<file path="config.mk">
export PLATFORM = sky130hd
export DESIGN_NAME = ptsr_top
export DESIGN_NICKNAME = d
export VERILOG_FILES = /design/src/rtl/ptsr_pkg.sv /design/src/rtl/ptsr_top.sv
export SDC_FILE = /design/constraint.sdc
export NUM_CORES = 2
export LEC_CHECK = 0
export BUFFER_PORTS_ARGS = -buffer_cell sky130_fd_sc_hd__buf_2
export CORE_AREA = 2 2 277 279
export DETAILED_ROUTE_END_ITERATION = 10
export DIE_AREA = 0 0 279 281
export GPL_TIMING_DRIVEN = 0
export SYNTH_ARGS = -nofsm -noshare
export SYNTH_HDL_FRONTEND = slang
export SYNTH_SLANG_ARGS = --single-unit
</file>
<file path="constraint.sdc">
create_clock -name clk_i -period 4 [get_ports clk_i]
set_input_delay 0.8 -clock clk_i [delete_from_list [all_inputs] [get_ports clk_i]]
set_output_delay 0.8 -clock clk_i [all_outputs]
set_load 0.1 [all_outputs]
</file>
<file path="src/rtl/ptsr_pkg.sv">
package ptsr_pkg;
    // Command words, first byte on the link is the low byte
    localparam logic [31:0] CMD_PROT = 32'h63657367;
    localparam logic [31:0] CMD_TRIG = 32'h696E7367;
    localparam int FRAME_BYTES = 28;
    localparam int BODY_BYTES = 26;
    localparam int CMD_BYTES = 4;
    // Protection flag bits
    localparam int PF_DRV_HOT = 0;
    localparam int PF_UV_CUT = 1;
    localparam int PF_BRIDGE = 2;
    localparam int PF_SWAP = 3;
    localparam int PF_LATCH = 4;
    localparam int PF_LINK = 5;
    localparam int PF_COIL = 6;
    localparam int PF_RESP = 7;
    // Trigger flag bits
    localparam int TF_ON = 0;
    localparam int TF_FALL = 1;
    localparam int TF_ABS = 2;
    // Register byte addresses
    localparam logic [7:0] A_LIMIT0 = 8'h00;
    localparam logic [7:0] A_LIMIT6 = 8'h18;
    localparam logic [7:0] A_PFLAGS = 8'h1C;
    localparam logic [7:0] A_TFLAGS = 8'h20;
    localparam logic [7:0] A_DEAD = 8'h24;
    localparam logic [7:0] A_POS = 8'h28;
    localparam logic [7:0] A_FPOS = 8'h2C;
    localparam logic [7:0] A_SPEED = 8'h30;
    localparam logic [7:0] A_FSPEED = 8'h34;
    localparam logic [7:0] A_STATUS = 8'h38;
    localparam int ST_BADCMD = 3;
    // Limit order: cutoff, I, V, T, usb I, usb V, usb min
    localparam int LIM_N = 7;
    localparam logic [15:0] LIM_MAX_RST = 16'hFFFF;
    localparam logic [15:0] LIM_MIN_RST = 16'h0000;
    // Timing
    localparam int CLK_NS = 10;
    localparam int US_NS = 1000;
    localparam int CLK_PER_US = US_NS / CLK_NS;
    // Checksum
    localparam logic [15:0] CRC_INIT = 16'hFFFF;
    localparam logic [15:0] CRC_POLY = 16'hA001;

    typedef struct packed {
        logic [15:0] pwr_v;
        logic [15:0] pwr_i;
        logic [15:0] temp;
        logic [15:0] usb_i;
        logic [15:0] usb_v;
    } ptsr_meas_t;

    typedef struct packed {
        logic drv_hot;
        logic bridge;
        logic swap;
        logic coil;
        logic resp;
    } ptsr_fault_t;

    typedef struct packed {
        logic absolute;
        logic [31:0] pos;
        logic [15:0] fine;
        logic [31:0] speed;
        logic [7:0] fine_speed;
    } ptsr_move_t;

    typedef enum {ST_RX, ST_TX} ptsr_state_t;
endpackage

</file>
<file path="src/rtl/ptsr_top.sv">
`timescale 1ns/1ps
// Overview of operation
// - Four-byte word 0x63657367 is the protection-settings read command.
// - Protection reply: command, seven limits, flags, 7 zero bytes, checksum.
// - Any maximum exceeded or USB voltage below minimum raises alarm.
// - Driver overheat raises alarm when its flag is set.
// - Supply below cutoff turns motor off when its flag is set.
// - Bridge fault shuts power stage off when its flag is set.
// - Swapped travel borders raise alarm when its flag is set.
// - Latched mode holds alarms until a stop command clears them.
// - Link recovery function enabled exactly while its flag is set.
// - Winding mismatch raises alarm when its flag is set.
// - Bad motor response raises alarm when its flag is set.
// - Word 0x696E7367 reads trigger settings; 28-byte reply echoes command.
// - Trigger reply: flags, dead time, position, fine, speed, fine speed, zeros, checksum.
// - Trigger pulses act only while trigger enable is set.
// - Falling edge triggers when polarity flag set, rising otherwise.
// - Trigger moves absolute when flag set, relative otherwise.
// - Input is dead for the dead time in microseconds after a trigger.
// - Speed means steps per second for stepper, rpm for DC motor.
// - Fine fields used for stepper only, range set by step division.
module ptsr_top
    import ptsr_pkg::*;
#(
    parameter int CYC_PER_US = CLK_PER_US
) (
    input wire logic clk_i,
    input wire logic srst_i,
    input wire logic [7:0] addr_i,
    input wire logic [31:0] wdata_i,
    input wire logic wr_i,
    input wire logic rd_i,
    output logic [31:0] rdata_o,
    input wire logic [7:0] rx_data_i,
    input wire logic rx_valid_i,
    output logic [7:0] tx_data_o,
    output logic tx_valid_o,
    input wire logic tx_ready_i,
    input wire ptsr_meas_t meas_i,
    input wire ptsr_fault_t fault_i,
    input wire logic stop_i,
    input wire logic trig_pin_i,
    input wire logic stepper_i,
    input wire logic [2:0] step_division_setting_i,
    output logic alarm_o,
    output logic motor_off_o,
    output logic power_off_o,
    output logic link_recovery_enable_o,
    output logic move_start_o,
    output ptsr_move_t move_o
);
    // Dead-time counter is 23 bits: 65535 us times 128 still fits
    if (CYC_PER_US < 1 || CYC_PER_US > 128) begin : g_bad_cyc
        $error("CYC_PER_US out of range");
    end

    // ************************************************
    // Helpers
    // ************************************************
    function automatic logic [15:0] crc_upd(input logic [15:0] c, input logic [7:0] b);
        logic [15:0] r;
        r = c ^ {8'h00, b};
        for (int k = 0; k < 8; k++) begin
            r = r[0] ? ((r >> 1) ^ CRC_POLY) : (r >> 1);
        end
        return r;
    endfunction

    function automatic logic fine_ok(input logic [15:0] v, input logic [2:0] d);
        logic signed [16:0] lim;
        logic signed [16:0] sv;
        lim = 17'sh1 <<< d;
        sv = {v[15], v};
        return (sv < lim) && (sv > -lim);
    endfunction

    // ************************************************
    // Settings registers
    // ************************************************
    logic [15:0] limit_q [LIM_N];
    logic [7:0] pflags_q;
    logic [7:0] tflags_q;
    logic [15:0] trigger_deadtime_q;
    logic [31:0] pos_q;
    logic [15:0] fine_target_offset_q;
    logic [31:0] speed_q;
    logic [7:0] fine_target_rate_q;
    logic bad_cmd_q;
    logic bad_cmd_set;
    logic [22:0] dead_cnt_q;

    always_ff @(posedge clk_i) begin
        if (srst_i) begin
            for (int k = 0; k < LIM_N; k++) begin
                limit_q[k] <= LIM_MAX_RST;
            end
            limit_q[0] <= LIM_MIN_RST;
            limit_q[LIM_N-1] <= LIM_MIN_RST;
            pflags_q <= 8'h00;
            tflags_q <= 8'h00;
            trigger_deadtime_q <= 16'h0000;
            pos_q <= 32'h0000_0000;
            fine_target_offset_q <= 16'h0000;
            speed_q <= 32'h0000_0000;
            fine_target_rate_q <= 8'h00;
        end else if (wr_i) begin
            if (addr_i <= A_LIMIT6 && addr_i[1:0] == 2'b00) begin
                limit_q[addr_i[4:2]] <= wdata_i[15:0];
            end
            case (addr_i)
                A_PFLAGS: pflags_q <= wdata_i[7:0];
                A_TFLAGS: tflags_q <= wdata_i[7:0];
                A_DEAD: trigger_deadtime_q <= wdata_i[15:0];
                A_POS: pos_q <= wdata_i;
                A_FPOS: fine_target_offset_q <= wdata_i[15:0];
                A_SPEED: speed_q <= wdata_i;
                A_FSPEED: fine_target_rate_q <= wdata_i[7:0];
                default: ;
            endcase
        end
    end

    // Set wins over write-one-to-clear
    always_ff @(posedge clk_i) begin
        if (srst_i) begin
            bad_cmd_q <= 1'b0;
        end else if (bad_cmd_set) begin
            bad_cmd_q <= 1'b1;
        end else if (wr_i && addr_i == A_STATUS && wdata_i[ST_BADCMD]) begin
            bad_cmd_q <= 1'b0;
        end
    end

    always_ff @(posedge clk_i) begin
        if (srst_i) begin
            rdata_o <= 32'h0000_0000;
        end else if (rd_i) begin
            rdata_o <= 32'h0000_0000;
            if (addr_i <= A_LIMIT6 && addr_i[1:0] == 2'b00) begin
                rdata_o <= {16'h0000, limit_q[addr_i[4:2]]};
            end
            case (addr_i)
                A_PFLAGS: rdata_o <= {24'h000000, pflags_q};
                A_TFLAGS: rdata_o <= {24'h000000, tflags_q};
                A_DEAD: rdata_o <= {16'h0000, trigger_deadtime_q};
                A_POS: rdata_o <= pos_q;
                A_FPOS: rdata_o <= {16'h0000, fine_target_offset_q};
                A_SPEED: rdata_o <= speed_q;
                A_FSPEED: rdata_o <= {24'h000000, fine_target_rate_q};
                A_STATUS: rdata_o <= {27'h0, dead_cnt_q != 23'h0, bad_cmd_q,
                                      power_off_o, motor_off_o, alarm_o};
                default: ;
            endcase
        end
    end

    // ************************************************
    // Protection
    // ************************************************
    logic alarm_cause;
    always_comb begin
        alarm_cause = (meas_i.pwr_i > limit_q[1]) || (meas_i.pwr_v > limit_q[2])
            || (meas_i.temp > limit_q[3]) || (meas_i.usb_i > limit_q[4])
            || (meas_i.usb_v > limit_q[5]) || (meas_i.usb_v < limit_q[6]);
        alarm_cause = alarm_cause || (pflags_q[PF_DRV_HOT] && fault_i.drv_hot)
            || (pflags_q[PF_SWAP] && fault_i.swap)
            || (pflags_q[PF_COIL] && fault_i.coil)
            || (pflags_q[PF_RESP] && fault_i.resp);
    end

    always_ff @(posedge clk_i) begin
        if (srst_i) begin
            alarm_o <= 1'b0;
        end else if (alarm_cause) begin
            alarm_o <= 1'b1;
        end else if (!pflags_q[PF_LATCH] || stop_i) begin
            alarm_o <= 1'b0;
        end
    end

    always_ff @(posedge clk_i) begin
        if (srst_i) begin
            motor_off_o <= 1'b0;
            power_off_o <= 1'b0;
            link_recovery_enable_o <= 1'b0;
        end else begin
            motor_off_o <= pflags_q[PF_UV_CUT] && (meas_i.pwr_v < limit_q[0]);
            power_off_o <= pflags_q[PF_BRIDGE] && fault_i.bridge;
            link_recovery_enable_o <= pflags_q[PF_LINK];
        end
    end

    // ************************************************
    // Command link
    // ************************************************
    ptsr_state_t state_q;
    logic [31:0] cmd_q;
    logic [1:0] rx_cnt_q;
    logic [4:0] idx_q;
    logic kind_q;
    logic [15:0] crc_q;
    logic [BODY_BYTES*8-1:0] frame_q;
    logic [31:0] cmd_full;
    logic rx_done;
    logic tx_go;
    logic [15:0] crc_nx;

    assign cmd_full = {rx_data_i, cmd_q[31:8]};
    assign rx_done = state_q == ST_RX && rx_valid_i && rx_cnt_q == 2'(CMD_BYTES - 1);
    assign tx_go = rx_done && (cmd_full == CMD_PROT || cmd_full == CMD_TRIG);
    assign bad_cmd_set = rx_done && !tx_go;
    assign crc_nx = crc_upd(crc_q, tx_data_o);

    // Bytes arriving during a reply are dropped
    always_ff @(posedge clk_i) begin
        if (srst_i) begin
            cmd_q <= 32'h0000_0000;
            rx_cnt_q <= 2'b00;
        end else if (state_q == ST_RX && rx_valid_i) begin
            cmd_q <= cmd_full;
            rx_cnt_q <= rx_cnt_q + 2'b01;
        end
    end

    always_ff @(posedge clk_i) begin
        if (srst_i) begin
            state_q <= ST_RX;
            idx_q <= 5'h00;
            kind_q <= 1'b0;
            crc_q <= CRC_INIT;
            frame_q <= '0;
            tx_data_o <= 8'h00;
            tx_valid_o <= 1'b0;
        end else begin
            case (state_q)
                ST_RX: begin
                    if (tx_go) begin
                        state_q <= ST_TX;
                        idx_q <= 5'h00;
                        crc_q <= CRC_INIT;
                        tx_valid_o <= 1'b1;
                        tx_data_o <= cmd_full[7:0];
                        kind_q <= cmd_full == CMD_TRIG;
                        if (cmd_full == CMD_PROT) begin
                            frame_q <= {56'h0, pflags_q, limit_q[6], limit_q[5],
                                limit_q[4], limit_q[3], limit_q[2], limit_q[1],
                                limit_q[0], cmd_full};
                        end else begin
                            frame_q <= {64'h0, fine_target_rate_q, speed_q,
                                fine_target_offset_q, pos_q, trigger_deadtime_q,
                                tflags_q, cmd_full};
                        end
                    end
                end
                ST_TX: begin
                    if (tx_ready_i) begin
                        idx_q <= idx_q + 5'h01;
                        if (idx_q < 5'(BODY_BYTES)) begin
                            crc_q <= crc_nx;
                        end
                        if (idx_q < 5'(BODY_BYTES - 1)) begin
                            frame_q <= frame_q >> 8;
                            tx_data_o <= frame_q[15:8];
                        end else if (idx_q == 5'(BODY_BYTES - 1)) begin
                            tx_data_o <= crc_nx[7:0];
                        end else if (idx_q == 5'(BODY_BYTES)) begin
                            tx_data_o <= crc_q[15:8];
                        end else begin
                            tx_valid_o <= 1'b0;
                            tx_data_o <= 8'h00;
                            state_q <= ST_RX;
                        end
                    end
                end
                default: state_q <= ST_RX;
            endcase
        end
    end

    // ************************************************
    // Trigger input
    // ************************************************
    logic [2:0] sync_q;
    logic lvl_q;
    logic edge_hit;
    logic trig_take;

    always_ff @(posedge clk_i) begin
        if (srst_i) begin
            sync_q <= 3'b000;
            lvl_q <= 1'b0;
        end else begin
            sync_q <= {sync_q[1:0], trig_pin_i};
            if (sync_q[1] == sync_q[2]) begin
                lvl_q <= sync_q[2];
            end
        end
    end

    assign edge_hit = (sync_q[1] == sync_q[2]) && (lvl_q != sync_q[2])
        && (sync_q[2] == !tflags_q[TF_FALL]);
    assign trig_take = edge_hit && tflags_q[TF_ON] && dead_cnt_q == 23'h0;

    always_ff @(posedge clk_i) begin
        if (srst_i) begin
            dead_cnt_q <= 23'h0;
        end else if (trig_take) begin
            dead_cnt_q <= 23'(trigger_deadtime_q * CYC_PER_US);
        end else if (dead_cnt_q != 23'h0) begin
            dead_cnt_q <= dead_cnt_q - 23'h1;
        end
    end

    always_ff @(posedge clk_i) begin
        if (srst_i) begin
            move_start_o <= 1'b0;
            move_o <= '0;
        end else begin
            move_start_o <= trig_take;
            if (trig_take) begin
                move_o.absolute <= tflags_q[TF_ABS];
                move_o.pos <= pos_q;
                move_o.speed <= speed_q;
                move_o.fine <= (stepper_i && fine_ok(fine_target_offset_q,
                    step_division_setting_i)) ? fine_target_offset_q : 16'h0000;
                move_o.fine_speed <= (stepper_i && fine_ok({8'h00, fine_target_rate_q},
                    step_division_setting_i)) ? fine_target_rate_q : 8'h00;
            end
        end
    end
endmodule

</file>
### Yosys cells after proc, flatten, opt, wreduce, memory -nomap -nowiden

Memory sizes are Yosys's and may differ from the RTL's.
Cells that the tools add are included.
W data, S select, Z words.

| storage, ports and cells | value |
|---|---|
| register bits | 578 |
| memory bits (writable) | 112 |
| bits of input ports | 145 |
| word-level logic and storage cells | 204 |
| memories kept | 1 |

| operators by class | value |
|---|---|
| add/subtract/negate cells | 4 |
| multipliers | 1 |
| magnitude comparators | 14 |
| equality and inequality tests | 24 |
| shift-type cells | 1 |
| muxes and demuxes | 59 |
| bitwise operators | 11 |
| reductions and logical operators | 58 |

Memory list:

| name | depth | bits a word | rd ports | clocked after Yosys merged registers in | write ports | RTL line | text |
|---|---|---|---|---|---|---|---|
| limit_q | 7 | 16 | 8 | 0 | 7 | ptsr_top.sv:80 | `logic [15:0] limit_q [LIM_N];` |

Operators by type and width:

| operator | number |
|---|---|
| $mux W208 | 3 |
| $pmux W208 S2 | 1 |
| $mux W16 | 16 |
| $pmux W32 S8 | 1 |
| $mux W32 | 5 |
| $mux W152 | 1 |
| $gt A16 B16 Y1 | 5 |
| $eq A32 B31 Y1 const B | 2 |
| $logic_not A32 Y1 | 2 |
| $pmux W32 S2 | 1 |
| $eq A8 B6 Y1 const B | 7 |
| $mux W8 | 6 |
| $mux W23 | 2 |
| $eq A32 B1 Y1 const B | 1 |
| $lt A16 B16 Y1 | 2 |
| $pmux W16 S2 | 1 |
| $not A2 Y3 | 8 |
| $logic_not A23 Y1 | 1 |
| $reduce_bool A23 Y1 | 1 |
| $sub A23 B1 Y23 const B | 1 |
| $logic_and A1 B1 Y1 | 21 |
| $mul A16 B5 Y21 const B | 1 |
| $gt A16 B17 Y1 | 1 |
| $gt A9 B17 Y1 | 1 |
| other kinds (33) | 81 |

### Depth between registers and ports, before layout

| depth | value |
|---|---|
| depth after elaboration | 21 |
| depth in mapped cells | 17 |

### Least setup slack after synthesis

No wires, ideal clock.

| path | value |
|---|---|
| path type | input to register |
| from | input port step_division_setting_i[1] |
| to | register move_o[45] (netlist bit) |
| arrival time | 4.041 ns |
| required time | 3.882 ns |
| setup slack | -0.159 ns |
| stages | 17 |
| path through | clkbuf_1 > clkbuf_1 > nor2_1 > nand2_1 > ha_1 > clkbuf_1 > inv_1 > nor3_1 > ha_1 > a21oi_1 > a21o_1 > a211oi_1 > or4_1 > a41oi_2 > nor3b_2 > buf_6 > a22o_1 |

| between the ends | value |
|---|---|
| word-level cells in the longest chain between the ends | 6 |
| elaborated cells on any way between the ends | 7 |
| those cells by class | add/sub (1); order compare (2); shift (1); mux (1); reduce/logical (2) |

Ends and longest elaborated chain:

| item | RTL line | text |
|---|---|---|
| start: declaration | ptsr_top.sv:44 | `input wire logic [2:0] step_division_setting_i,` |
| $sshl A2 B3 Y17 * | ptsr_top.sv:72 | `lim = 17'sh1 <<< d;` |
| $neg A17 Y17 | ptsr_top.sv:74 | `return (sv < lim) && (sv > -lim);` |
| $gt A16 B17 Y1 | ptsr_top.sv:74 |  |
| $logic_and A1 B1 Y1 * | ptsr_top.sv:74 |  |
| $logic_and A1 B1 Y1 * | ptsr_top.sv:324 | `move_o.fine <= (stepper_i && fine_ok(fine_target_offset_q,` |
| $mux W16 * | ptsr_top.sv:325 | `step_division_setting_i)) ? fine_target_offset_q : 16'h0000;` |
| end: declaration | ptsr_top.sv:50 | `output ptsr_move_t move_o` |

Mark *: on every way between the ends. The rest lies on a longest branch, timed or not.
A chain may end at the register's enable or synchronous reset.

### Final worst setup path

| path | value |
|---|---|
| from | register trigger_deadtime_q[1] |
| to | register dead_cnt_q[18] |

| between the ends | value |
|---|---|
| word-level cells in the longest chain between the ends | 2 |

Ends and longest elaborated chain:

| item | RTL line | text |
|---|---|---|
| start: declaration | ptsr_top.sv:83 | `logic [15:0] trigger_deadtime_q;` |
| start signal: assignment | ptsr_top.sv:113 | `A_DEAD: trigger_deadtime_q <= wdata_i[15:0];` |
| $mul A16 B5 Y21 | ptsr_top.sv:308 | `dead_cnt_q <= 23'(trigger_deadtime_q * CYC_PER_US);` |
| $mux W23 | ptsr_top.sv:307 | `end else if (trig_take) begin` |
| end signal: assignment | ptsr_top.sv:308 |  |
| end signal: assignment | ptsr_top.sv:310 | `dead_cnt_q <= dead_cnt_q - 23'h1;` |
| end: declaration | ptsr_top.sv:90 | `logic [22:0] dead_cnt_q;` |

No other way between the ends.

==> results.sh <==
export IMPL_grt_util_met2_pct=53.53
export IMPL_synth_area_um2=31390
export IMPL_rows=101
export IMPL_die_height_um=281
export IMPL_ir_worst_vdd_mv=0.2525
export IMPL_layout_common_cells="nand2_1, dfxtp_1, a21oi_1"
export IMPL_dpl_cell_area_um2=34040
export IMPL_tightestPinTransition_ns=1.517
export IMPL_finalCritPeriodShare_pct=97.14
export IMPL_multi_input_area_um2=16750
export IMPL_htreeDepth=3
export IMPL_clk_latency_ns=0.62
export IMPL_crit_required_ns=4.54
export IMPL_drtIter0Drc=3143
export IMPL_ys_ff_latch=602
export IMPL_post_cts_buffers=0
export IMPL_overflow=0
export IMPL_max_slew_margin_pct=-1.126
export IMPL_coreArea_um2=75440
export IMPL_antenna_found_initial=7
export IMPL_worstSetupEndpointType="flop"
export IMPL_fin_cells=5051
export IMPL_via_count=29430
export IMPL_total_power_mw=14.77
export IMPL_start_kind="flop"
export IMPL_synth_edff_count=96
export IMPL_io_buffers=274
export IMPL_p_leak_nw=14.19
export IMPL_cts_tree="yes"
export IMPL_clkSlewWorstSetupHoldPaths_ns=0.06
export IMPL_via_per_inst=5.827
export IMPL_cp_max_fo=6
export IMPL_p_per_area_nw_per_um2=405.3
export IMPL_area_growth_pct=16.09
export IMPL_ant_nets=0
export IMPL_cts_root_buf="clkbuf_16"
export IMPL_worstHoldPathType="in -> reg"
export IMPL_drive_above_1_share_pct=13.54
export IMPL_yosysWarningCount=0
export IMPL_yosysTopAreaCell="dfxtp_1"
export IMPL_cts_sinks=602
export IMPL_hold_violations=0
export IMPL_syn_area_per_cell_um2=8.580
export IMPL_place_congestion=1.036
export IMPL_min_period_ns=3.886
export IMPL_dr_pass1_iters=7
export IMPL_fin_nets=4369
export IMPL_die_width_um=279
export IMPL_drv_cap=1
export IMPL_dp_hpwl_um=105200
export IMPL_critical_path_arrival_ns=4.43
export IMPL_synth_cell_types=80
export IMPL_synth_top_area_share_pct=32.27
export IMPL_grt_max_degree=17
export IMPL_n_fill_cell=7435
export IMPL_cts_buffer_depth=3
export IMPL_synthCells=3658
export IMPL_synthTopCellsByArea="dfxtp_1, nand2_1, edfxtp_1"
export IMPL_ys_async_sr_fraction_pct=0
export IMPL_gr_usage_met3_pct=6.102
export IMPL_routedWlPerCell_um=26.69
export IMPL_drv_slew=11
export IMPL_use_met1_pct=42.84
export IMPL_ioPinCount=280
export IMPL_final_common_cell="nand2_1"
export IMPL_violations="max-capacitance violations, max-slew violations"
export IMPL_design_area_um2=36440
export IMPL_fmax_ghz=0.2573
export IMPL_wirelength_um=134800
export IMPL_grt_pass1_vias=27940
export IMPL_rsz0062_at_grt="true"
export IMPL_grt_first_pass_wirelength_um=191700
export IMPL_setup_viol=0
export IMPL_seq_area_um2=13020
export IMPL_track_usage_pct=33.77
export IMPL_cts_made_buffers=69
export IMPL_synth_ff_type="dfxtp_1"
export IMPL_post_route_util_pct=48.30
export IMPL_remaining_drc_errors=0
export IMPL_status="finished with violations"
export IMPL_grt_busiest_layer="met2"
export IMPL_setup_worst_path_class="reg -> reg"
export IMPL_die_area_um2=78400
export IMPL_dp_cells=4925
export IMPL_fin_worst_skew_ns=0.01920
export IMPL_initial_core_util_pct=41.60
export IMPL_ys_seq_area_share_pct=41.46
[state kept, by name (all words and copies together), names as in the netlist, 2 cells and up]
name and count:
fine_target_offset_q 16, speed_q 32, frame_q 144, rdata_o 32
crc_q 16, tflags_q 8, cmd_q 24, move_o 89
pos_q 32, dead_cnt_q 23, pflags_q 8, fine_target_rate_q 8
tx_data_o 8, rx_cnt_q 2, idx_q 5, trigger_deadtime_q 16
limit_q 128, sync_q 3
[final timing paths]
kind / from / endpoint / slack (ns) / cells past startpoint
setup / recovery: trigger_deadtime_q[1] / dead_cnt_q[18] / 0.11 / 12
hold / removal: trig_pin_i / sync_q[0] / 0.42 / 2
hold reg to reg: sync_q[0] / sync_q[1] / 0.44 / 1
setup reg to reg: trigger_deadtime_q[1] / dead_cnt_q[18] / 0.11 / 12
[critical path, stage by stage (launching register included)]
cell and delay [ns]:
dfxtp_1 0.61, ha_1 0.33, ha_1 0.29, ha_1 0.33, fa_1 0.48, a21o_1 0.17, a21o_1 0.19, a21oi_1 0.20
o22ai_1 0.15, o41ai_2 0.35, xor2_1 0.14, or4_1 0.42, a21oi_1 0.15
[routing by layer]
metal	routed length [µm]	vias to the layer above
met3	11740	354
li1	-	13410
met1	53370	14230
met5	23	-
met2	60400	1430
met4	9259	4
[cells by family (layout without fill, tap and decap cells)]
group                      count (synthesis)  count (layout)  synth area share [%]
and+or+nand+nor                         1272            1272                 17.93
muxes                                    219             219                 8.356
xor gates and xnor gates                  51              51                 1.515
AOI/OAI and AO/OA                        862             862                 16.68
adders and majority gates                209             209                 8.587
other                                      1              21               0.01195
DFF                                      602             602                 41.46
buffers and inverters                    442             837                 5.461
[repair_timing]
item / 4_1_cts / 5_1_grt
resized for setup: 10 / 3
endpoints found under the setup margin: 162 / 98
hold buffers: 0 / 0
pin swaps: 0 / 0
[synth_stat cells (34+ instances only)]
cell type / number
nand2_1: 775
dfxtp_1: 506
a21oi_1: 404
clkbuf_1: 213
ha_1: 197
inv_1: 183
mux2i_1: 181
nor2_1: 159
o21ai_0: 134
edfxtp_1: 96
o211ai_1: 72
or2_2: 71
a211oi_1: 70
nand2b_1: 47
nand3_1: 44
nor3_1: 43
xnor2_1: 37
a21o_1: 34
mux4_2: 34
[final cells by class]
| class | count | share of cell area [%] |
|---|---|---|
| Inverter | 183 | 1.885 |
| Timing Repair Buffer | 274 | 3.763 |
| Clock buffer | 96 | 5.553 |
| Buffer | 257 | 2.816 |
| Tap cell | 978 | 3.358 |
| Sequential cell | 602 | 35.72 |
| Clock inverter | 27 | 0.8962 |
| Antenna cell | 5 | 0.03434 |
| Multi-Input combinational cell | 2629 | 45.98 |
[per-stage QoR]
stage	setup WS (ns)	hold slack [ns]	setup TNS (ns)
2_1_floorplan	0.03033	0.4138	0
3_3_place_gp	-1.106	0.4235	-137.19
3_5_place_dp	-1.110	0.4236	-141.75
4_1_cts	0.003261	0.4199	0
5_1_grt	-0.1264	0.4321	-0.1264
6_report	0.1142	0.4213	0
[where the power goes]
part / leakage, nW / switching (mW) / internal (mW) / total (mW)
logic: 7.99 / 1.08 / 0.545 / 1.63
registers: 5.06 / 0.177 / 6.30 / 6.48
clock network: 1.14 / 2.68 / 3.99 / 6.66
(Power assumes the default switching activity.)
